$ cat config.mk
export PLATFORM = sky130hd
export DESIGN_NAME = mba_master_attr
export DESIGN_NICKNAME = d
export VERILOG_FILES = /design/src/inc/mba_pkg.sv /design/src/mba_master_attr.sv /design/src/mba_size_enc.sv
export SDC_FILE = /design/constraint.sdc
export NUM_CORES = 1
export LEC_CHECK = 0
export ABC_CLOCK_PERIOD_IN_PS = 1800
export CORE_MARGIN = 5
export CORE_UTILIZATION = 45
export CTS_CLUSTER_SIZE = 8
export DETAILED_ROUTE_END_ITERATION = 7
export DONT_BUFFER_PORTS = 1
export PLACE_DENSITY_LB_ADDON = 0.12
export SLEW_MARGIN = 20
export SYNTH_ARGS = -nofsm -noshare
export SYNTH_HDL_FRONTEND = slang
export SYNTH_HIERARCHICAL = 1
export SYNTH_SLANG_ARGS = --single-unit
$ cat constraint.sdc
create_clock -name pclk -period 1.8 [get_ports pclk]
set_clock_uncertainty 0.05 [all_clocks]
set_input_delay 0 -clock pclk [delete_from_list [all_inputs] [get_ports pclk]]
set_output_delay 0 -clock pclk [all_outputs]
set_load 0.1 [all_outputs]
$ cat src/inc/mba_pkg.sv
// constants and types for the master bus request attribute block
// Overview of operation
// - single unit of one to sixteen bytes uses size 0000, lanes from enables
// - cache lines use 0001 and 0010; 0011 only for slave-side third-party asks
// - burst of 128-bit units uses size 1100, count in the low lane bits
// - outgoing size may differ from the originator's, after translation
// - attribute bits 0-3 carry W, I, M, G from the translation entry
// - attribute bit 4 carries user attribute zero from the translation entry
// - attribute bit 5 carries user attribute one, optional transient hint
// - attribute bit 6 carries user attribute two, optional write allocate
// - sync attribute bit 7 holds later transfers until slave busy drops
// - during a sync transfer, slave busy is forwarded back to originator
// - attribute bit 8, the ordering hint, passes from the originator
// - attribute bits 9-15 pass unchanged from the originator
// - size and attributes stay valid while the request strobe is high
// - transfer type is always 000, a memory transfer
// - upper four address bits are always 0000
// - request strobe asks for a transfer and qualifies all fields
// - burst count in low lane bits: 0001 two units to 1111 sixteen
package mba_pkg;

  // apb register byte offsets
  localparam logic [7:0] MBA_CTRL_OFS   = 8'h00;
  localparam logic [7:0] MBA_STATUS_OFS = 8'h04;
  localparam logic [7:0] MBA_COUNT_OFS  = 8'h08;
  localparam logic [7:0] MBA_LAST_OFS   = 8'h0c;

  // control fields
  localparam int         MBA_CTRL_EN_BIT   = 0;
  localparam int         MBA_CTRL_SYNC_BIT = 1;
  localparam logic [1:0] MBA_CTRL_RESET    = 2'h3;

  // status fields
  localparam int MBA_ST_STROBE_BIT = 0;
  localparam int MBA_ST_SYNC_BIT   = 1;
  localparam int MBA_ST_BUSY_BIT   = 2;
  localparam int MBA_ST_UPERR_BIT  = 3;

  // attribute bit positions
  localparam int MBA_ATTR_TLB_BITS = 7;
  localparam int MBA_ATTR_SYNC_BIT = 7;

  // request kinds offered by the crossbar side
  localparam logic [2:0] MBA_KIND_SINGLE = 3'h0;
  localparam logic [2:0] MBA_KIND_LINE4  = 3'h1;
  localparam logic [2:0] MBA_KIND_LINE8  = 3'h2;
  localparam logic [2:0] MBA_KIND_LINE16 = 3'h3;
  localparam logic [2:0] MBA_KIND_BURST  = 3'h4;

  // size field codes
  localparam logic [3:0] MBA_SIZE_SINGLE = 4'h0;
  localparam logic [3:0] MBA_SIZE_LINE4  = 4'h1;
  localparam logic [3:0] MBA_SIZE_LINE8  = 4'h2;
  localparam logic [3:0] MBA_SIZE_LINE16 = 4'h3;
  localparam logic [3:0] MBA_SIZE_BURST  = 4'hc;

  // fixed outputs
  localparam logic [2:0] MBA_TYPE_MEMORY = 3'h0;
  localparam logic [3:0] MBA_UPPER_ZERO  = 4'h0;

  // a sixteen-word line equals four 128-bit units
  localparam logic [4:0] MBA_LINE16_UNITS = 5'h04;
  localparam logic [4:0] MBA_MIN_BURST    = 5'h02;

  typedef enum logic [1:0] {
    MBA_IDLE,
    MBA_REQ,
    MBA_SYNC
  } mba_state_t;

endpackage

$ cat src/mba_master_attr.sv
// master bus request attribute stage with apb control and status
//
// The APB interface to the registers and the register offsets were decided locally.
`timescale 1ns/100ps
`default_nettype none
module mba_master_attr
  import mba_pkg::*;
#(
  parameter int ADDR_W = 8,
  parameter int CNT_W  = 16
) (
  // clock and reset
  input  wire logic              pclk,
  input  wire logic              presetn,
  // apb slave
  input  wire logic [ADDR_W-1:0] paddr,
  input  wire logic              psel,
  input  wire logic              penable,
  input  wire logic              pwrite,
  input  wire logic [31:0]       pwdata,
  output logic      [31:0]       prdata,
  output logic                   pready,
  output logic                   pslverr,
  // request from the crossbar side
  input  wire logic              up_valid,
  output logic                   up_ready,
  input  wire logic [2:0]        up_kind,
  input  wire logic [4:0]        up_units,
  input  wire logic [15:0]       up_be,
  input  wire logic [15:0]       up_attr,
  input  wire logic [3:0]        up_upper,
  input  wire logic              up_from_cpu,
  input  wire logic              up_from_slave_port,
  input  wire logic [6:0]        cpu_tlb_attr,
  output logic                   up_busy,
  // master-side bus request
  output logic                   req_strobe,
  output logic      [3:0]        req_size_code,
  output logic      [15:0]       req_byte_lanes,
  output logic      [15:0]       req_storage_attr,
  output logic      [2:0]        req_xfer_type,
  output logic      [3:0]        req_upper_addr,
  input  wire logic              arb_addr_ack,
  input  wire logic              slave_busy_per_master
);

  mba_state_t state_reg;
  mba_state_t state_next;

  logic [1:0]       ctrl_reg;
  logic             uperr_reg;
  logic [CNT_W-1:0] count_reg;
  logic [3:0]       size_reg;
  logic [15:0]      lanes_reg;
  logic [15:0]      attr_reg;

  logic        enc_en;
  logic        sync_en;
  logic        take;
  logic        accepted;
  logic        sync_hit;
  logic [3:0]  enc_size;
  logic [15:0] enc_lanes;
  logic [15:0] attr_sel;

  logic        apb_wr;
  logic        apb_rd;
  logic        hit_ctrl;
  logic        hit_status;
  logic        hit_count;
  logic        hit_last;
  logic        hit_any;
  logic [31:0] rd_mux;
  logic        uperr_set;
  logic        uperr_clr;
  logic        in_idle;
  logic        in_req;
  logic        in_sync;
  logic        wr_ctrl;
  logic        wr_status;
  logic        wr_count;
  logic        rd_setup;
  logic [31:0] ctrl_word;
  logic [31:0] status_word;
  logic [31:0] count_word;
  logic [31:0] last_word;

  assign enc_en  = ctrl_reg[MBA_CTRL_EN_BIT];
  assign sync_en = ctrl_reg[MBA_CTRL_SYNC_BIT];

  // one flag per state for the handshake and status logic
  assign in_idle = (state_reg == MBA_IDLE);
  assign in_req  = (state_reg == MBA_REQ);
  assign in_sync = (state_reg == MBA_SYNC);

  // ------------------------------------------------------------
  // request path
  // ------------------------------------------------------------

  mba_size_enc u_size_enc (
    .kind            (up_kind),
    .units           (up_units),
    .be              (up_be),
    .from_slave_port (up_from_slave_port),
    .size_code       (enc_size),
    .lanes           (enc_lanes)
  );

  // cpu requests take the low attributes from the translation entry;
  // everything else is carried from whoever originated the request
  generate
    for (genvar i = 0; i < 16; i++) begin : g_attr
      if (i < MBA_ATTR_TLB_BITS) begin : g_tlb
        assign attr_sel[i] = up_from_cpu ? cpu_tlb_attr[i]
                                         : up_attr[i];
      end else if (i == MBA_ATTR_SYNC_BIT) begin : g_sync
        // never replaced, so any originator can ask for a sync hold
        assign attr_sel[i] = up_attr[i];
      end else begin : g_pass
        assign attr_sel[i] = up_attr[i];
      end
    end
  endgenerate

  // new work is only taken while idle, so the held request never moves
  assign up_ready = enc_en && in_idle;
  assign take     = up_valid && up_ready;
  assign accepted = in_req && arb_addr_ack;
  assign sync_hit = sync_en && attr_reg[MBA_ATTR_SYNC_BIT];

  always_comb begin
    state_next = state_reg;
    unique case (state_reg)
      MBA_IDLE: begin
        if (take) begin
          state_next = MBA_REQ;
        end
      end
      MBA_REQ: begin
        if (arb_addr_ack) begin
          // a sync transfer blocks the port until the slave drops busy
          state_next = sync_hit ? MBA_SYNC : MBA_IDLE;
        end
      end
      MBA_SYNC: begin
        // limitation: the slave must show busy by the edge after the accept,
        // a later busy is not waited for
        if (!slave_busy_per_master) begin
          state_next = MBA_IDLE;
        end
      end
      default: begin
        state_next = MBA_IDLE;
      end
    endcase
  end

  always_ff @(posedge pclk or negedge presetn) begin
    if (!presetn) begin
      state_reg <= MBA_IDLE;
    end else begin
      state_reg <= state_next;
    end
  end

  // strobe from a flop so it never glitches onto the bus
  always_ff @(posedge pclk or negedge presetn) begin
    if (!presetn) begin
      req_strobe <= 1'b0;
    end else if (take) begin
      req_strobe <= 1'b1;
    end else if (accepted) begin
      req_strobe <= 1'b0;
    end
  end

  // fields load only on take and hold until the next take
  always_ff @(posedge pclk or negedge presetn) begin
    if (!presetn) begin
      size_reg <= MBA_SIZE_SINGLE;
    end else if (take) begin
      size_reg <= enc_size;
    end
  end

  always_ff @(posedge pclk or negedge presetn) begin
    if (!presetn) begin
      lanes_reg <= 16'h0000;
    end else if (take) begin
      lanes_reg <= enc_lanes;
    end
  end

  always_ff @(posedge pclk or negedge presetn) begin
    if (!presetn) begin
      attr_reg <= 16'h0000;
    end else if (take) begin
      attr_reg <= attr_sel;
    end
  end

  assign req_size_code    = size_reg;
  assign req_byte_lanes   = lanes_reg;
  assign req_storage_attr = attr_reg;

  // type and upper address are constants, stable by construction
  assign req_xfer_type  = MBA_TYPE_MEMORY;
  assign req_upper_addr = MBA_UPPER_ZERO;

  // originator sees the slave busy for as long as the sync hold lasts
  assign up_busy = in_sync && slave_busy_per_master;

  // ------------------------------------------------------------
  // apb slave: zero wait states, error on unmapped offsets
  // ------------------------------------------------------------

  assign pready     = 1'b1;
  assign apb_wr     = psel && penable && pwrite;
  assign apb_rd     = psel && penable && !pwrite;
  assign hit_ctrl   = (paddr[7:0] == MBA_CTRL_OFS);
  assign hit_status = (paddr[7:0] == MBA_STATUS_OFS);
  assign hit_count  = (paddr[7:0] == MBA_COUNT_OFS);
  assign hit_last   = (paddr[7:0] == MBA_LAST_OFS);
  assign hit_any    = hit_ctrl || hit_status || hit_count || hit_last;
  assign pslverr    = psel && penable && !hit_any;

  assign wr_ctrl   = apb_wr && hit_ctrl;
  assign wr_status = apb_wr && hit_status;
  assign wr_count  = apb_wr && hit_count;
  // read data is captured in the setup cycle so prdata comes from a flop
  assign rd_setup  = psel && !penable && !pwrite;

  always_ff @(posedge pclk or negedge presetn) begin
    if (!presetn) begin
      ctrl_reg <= MBA_CTRL_RESET;
    end else if (wr_ctrl) begin
      ctrl_reg <= pwdata[1:0];
    end
  end

  // an originator asking for nonzero upper bits is a setup fault;
  // the bits are still forced to zero on the bus
  assign uperr_set = take && (up_upper != MBA_UPPER_ZERO);
  assign uperr_clr = wr_status && pwdata[MBA_ST_UPERR_BIT];

  always_ff @(posedge pclk or negedge presetn) begin
    if (!presetn) begin
      uperr_reg <= 1'b0;
    end else if (uperr_set) begin
      // set wins over a clear in the same cycle
      uperr_reg <= 1'b1;
    end else if (uperr_clr) begin
      uperr_reg <= 1'b0;
    end
  end

  // accepted requests; wraps silently, software reads deltas
  always_ff @(posedge pclk or negedge presetn) begin
    if (!presetn) begin
      count_reg <= '0;
    end else if (wr_count) begin
      count_reg <= '0;
    end else if (accepted) begin
      count_reg <= count_reg + 1'b1;
    end
  end

  always_comb begin
    ctrl_word      = 32'h0000_0000;
    ctrl_word[1:0] = ctrl_reg;
  end

  always_comb begin
    status_word                    = 32'h0000_0000;
    status_word[MBA_ST_STROBE_BIT] = req_strobe;
    status_word[MBA_ST_SYNC_BIT]   = in_sync;
    status_word[MBA_ST_BUSY_BIT]   = slave_busy_per_master;
    status_word[MBA_ST_UPERR_BIT]  = uperr_reg;
  end

  always_comb begin
    count_word            = 32'h0000_0000;
    count_word[CNT_W-1:0] = count_reg;
  end

  // narrow lanes view: burst counts and line zeros fit in twelve bits
  assign last_word = {attr_reg, lanes_reg[11:0], size_reg};

  // offsets decode one-hot, so an unmapped offset reads as zero
  assign rd_mux = ({32{hit_ctrl}}   & ctrl_word)
                | ({32{hit_status}} & status_word)
                | ({32{hit_count}}  & count_word)
                | ({32{hit_last}}   & last_word);

  always_ff @(posedge pclk or negedge presetn) begin
    if (!presetn) begin
      prdata <= 32'h0000_0000;
    end else if (rd_setup) begin
      prdata <= rd_mux;
    end
  end

endmodule
`default_nettype wire

$ cat src/mba_size_enc.sv
// size and byte-lane encoder for one outgoing request
`timescale 1ns/100ps
`default_nettype none
module mba_size_enc
  import mba_pkg::*;
(
  // request description
  input  wire logic [2:0]  kind,
  input  wire logic [4:0]  units,
  input  wire logic [15:0] be,
  input  wire logic        from_slave_port,
  // encoded fields
  output logic      [3:0]  size_code,
  output logic      [15:0] lanes
);

  logic [4:0] cnt;

  always_comb begin
    cnt       = units;
    size_code = MBA_SIZE_SINGLE;
    lanes     = be;
    unique case (kind)
      MBA_KIND_LINE4: begin
        size_code = MBA_SIZE_LINE4;
        lanes     = 16'h0000;
      end
      MBA_KIND_LINE8: begin
        size_code = MBA_SIZE_LINE8;
        lanes     = 16'h0000;
      end
      MBA_KIND_LINE16: begin
        if (from_slave_port) begin
          size_code = MBA_SIZE_LINE16;
          lanes     = 16'h0000;
        end else begin
          // others get the same line as a four-unit burst
          cnt       = MBA_LINE16_UNITS;
          size_code = MBA_SIZE_BURST;
          lanes     = {12'h000, 4'(cnt - 5'h01)};
        end
      end
      MBA_KIND_BURST: begin
        if (units < MBA_MIN_BURST) begin
          // one unit is sent as a full single transfer
          size_code = MBA_SIZE_SINGLE;
          lanes     = 16'hffff;
        end else begin
          size_code = MBA_SIZE_BURST;
          lanes     = {12'h000, 4'(cnt - 5'h01)};
        end
      end
      default: begin
        size_code = MBA_SIZE_SINGLE;
        lanes     = be;
      end
    endcase
  end

endmodule
`default_nettype wire

==> reports/metrics.yaml <==
placed_design:
  place_congestion: 0.851
  post-place-ws_ps: 21.5
  port_buffers: 0
  dpl.hpwl_um: 7900
synth:
  synth_edf_count: 0
  synth_commonest_cells: "dfrtp_1 (88), mux2_2 (33), a21oi_1 (26)"
  seq_area_frac_synth: 0.511
  synth.avg_cell_area_um2: 11.2
  synth_area_leaders: "dfrtp_1 (50%), mux2_2 (8.4%), a22o_1 (3.6%)"
  yosysWarnings: 6
  synthArstFlopShare: 1.00
  netlist_area_um2: 4410
  ys_types: 58
  yosysMostFrequentCell: "dfrtp_1"
  synth_flop_cell: "dfrtp_1"
  yosysTopAreaCellShare: 0.499
  yosysTopAreaCell: "dfrtp_1"
  syn_inst: 395
  ys_seq_elements: 90
global_routing:
  grt.overflow.total: 0
  grt_pass1_vias: 3642
  antenna_found_initial: 0
  grt_pass1_wl_um: 19200
  grt_max_degree: 91
  track_usage: 0.206
timing:
  slew_violations: 0
  layout_setup_ws_ps: 52.5
  fmax_mhz: 572
  setup_viol: 0
  whs_ps: -723
  relSlewSlack: 0.358
  hold_viol_final: 90
  min_period_over_period: 0.971
  finalCriticalPeriod_ps: 1750
  worst_pin_slew_ps: 966
  rsz0062_at_grt: "no"
cells_and_area:
  antennaDiodeCount: 0
  regMostFlops: "prdata"
  area_growth_pct: 35.4
  drive_above_1_share: 0.301
  nNetsFinal: 630
  largest_reg_flops: 32
worst_setup_path:
  worst_setup_path_start_kind: "flip-flop"
  cp-end-kind: "flip-flop"
  cp.arrival_ps: 1970
  cp_data_required_time_ps: 2020
  path_cells: "nand3b_1 -> or3_4 -> or4_1 -> a21oi_1"
  worstPathMaxFanout: 6
  critPathMaxStageDelay_ps: 450
  r2r_slack_ps: 50
  path_class: "reg2reg"
  cp_slowest_cell: "dfrtp_2"
outcome:
  status: "finished with violations"
  violations: "hold timing"
route:
  first_iter_violations: 175
  wl_um: 11900
  via_count: 3588
  viasPerCell: 5.40
  postRouteAntennaNets: 0
  avgRoutedWirePerCell_um: 17.8
  drt_pass1_iterations: 4
  drc: 0
die:
  die_w_um: 109
  start_util: 0.456
  die-area_um2: 11900
  rows: 36
  num_io_pins: 181
  core_area_um2: 9680
  die_h_um: 109
pwr:
  peakVddDrop_uv: 527
  p_leak_nw: 2.91
  powerDensity_nw_per_um2: 800
hold_path:
  hold_path_class: "in2async"
clocking:
  ctsHoldBuffers: 61
  clk_pin_slew_ps: 100
  cts_made_buffers: 9
  cts-root-buf: "clkbuf_8"
  cts_sinks: 90
  h-tree-depth: 3
  postCtsSetupBuffers: 0
  clock_latency_ps: 350
  cts_tree: "done"
  ctsLongestPathBuffers: 2
job:
  cap_violations: 0
## routing by layer
| metal | up-vias | global-route usage | wire [um] |
|---|---|---|---|
| li1 | 1678 | - | - |
| met1 | 1764 | 0.282 | 5100 |
| met2 | 126 | 0.326 | 5840 |
| met3 | 20 | 0.0403 | 682 |
| met4 | 0 | 0.0703 | 251 |
| met5 | - | 0 | 0 |
## final timing paths
kind / startpoint / endpoint / cells after the start
worst min-delay path: presetn / req_byte_lanes[12] / 0
max in group asynchronous: presetn / ctrl_reg[0] / 0
min in group pclk: up_from_slave_port / req_size_code[0] / 3
worst max register to register: state_reg[1] / count_reg[15] / 4
worst min register to register: prdata[3] / prdata[3] / 2
worst max-delay path: state_reg[1] / count_reg[15] / 4
## worst max-delay path: cells and delay by family, from the launching register on
| kind | cells | cell delay (ps) |
|---|---|---|
| flip-flops | 1 | 450 |
| AND/OR/NAND/NOR | 3 | 1030 |
| AO/OA/AOI/OAI | 1 | 140 |
## power breakdown
part           total (W)  leakage, nW  internal [W]  switching (W)
registers        0.00220         1.24       0.00212      0.0000876
logic            0.00125         1.58      0.000345       0.000908
clock network    0.00132       0.0908      0.000555       0.000768
## metrics by stage
stage          area, um2   util  TNS, ps  std cells  total power (W)
2_1_floorplan       4570      -   -22090        401          0.00319
3_3_place_gp        5170  0.534        0        588          0.00335
3_5_place_dp        5170  0.534        0        588          0.00337
4_1_cts             5980  0.617        0        665          0.00482
5_1_grt             5970  0.617        0        665          0.00498
6_report            5970  0.617        0        665          0.00478
## cell families (layout without fill, tap and decap cells)
group | Yosys count | count (layout) | share of synthesized area
xor+xnor | 12 | 12 | 0.0238
fa+ha+maj | 2 | 2 | 0.00567
other cells | 2 | 8 | 0.00170
compound gates | 87 | 87 | 0.137
buf+inv | 40 | 171 | 0.0556
flops | 90 | 90 | 0.511
mux | 43 | 43 | 0.113
simple gates | 119 | 119 | 0.153
## placed cells by master, fill, tap and decap left out, types with 3 or more instances in the layout
cell	instances
buf_4	89
dfrtp_1	87
dlygate4sd3_1	60
a21oi_1	26
nor2_1	25
nand2_1	24
mux2_4	23
a22o_1	18
a221o_1	12
a31oi_1	12
mux2_2	10
clkbuf_8	10
and2_0	9
nand3_1	9
o21ai_0	8
mux2i_1	8
conb_1	8
xor2_1	7
and2_1	6
xnor2_1	5
and3_1	4
nor2b_1	4
nand4_1	4
nor3b_1	3
nor3_1	3
or3_1	3
inv_1	3
## timing repair
| item | CTS | global route |
|---|---|---|
| hold endpoints to repair | 136 | 90 |
| resized for setup | 1 | 1 |
| setup endpoints to repair | 1 | 1 |
## cell type report
class	instances	area, um2
clock buffers	10	138
clock inverters	6	48.8
fillers	789	3710
inverters	3	11.3
multi-input cells	271	2040
flip-flops and latches	90	2260
well taps	133	166
repair buffers	152	1310
(Power assumes the default switching activity.)
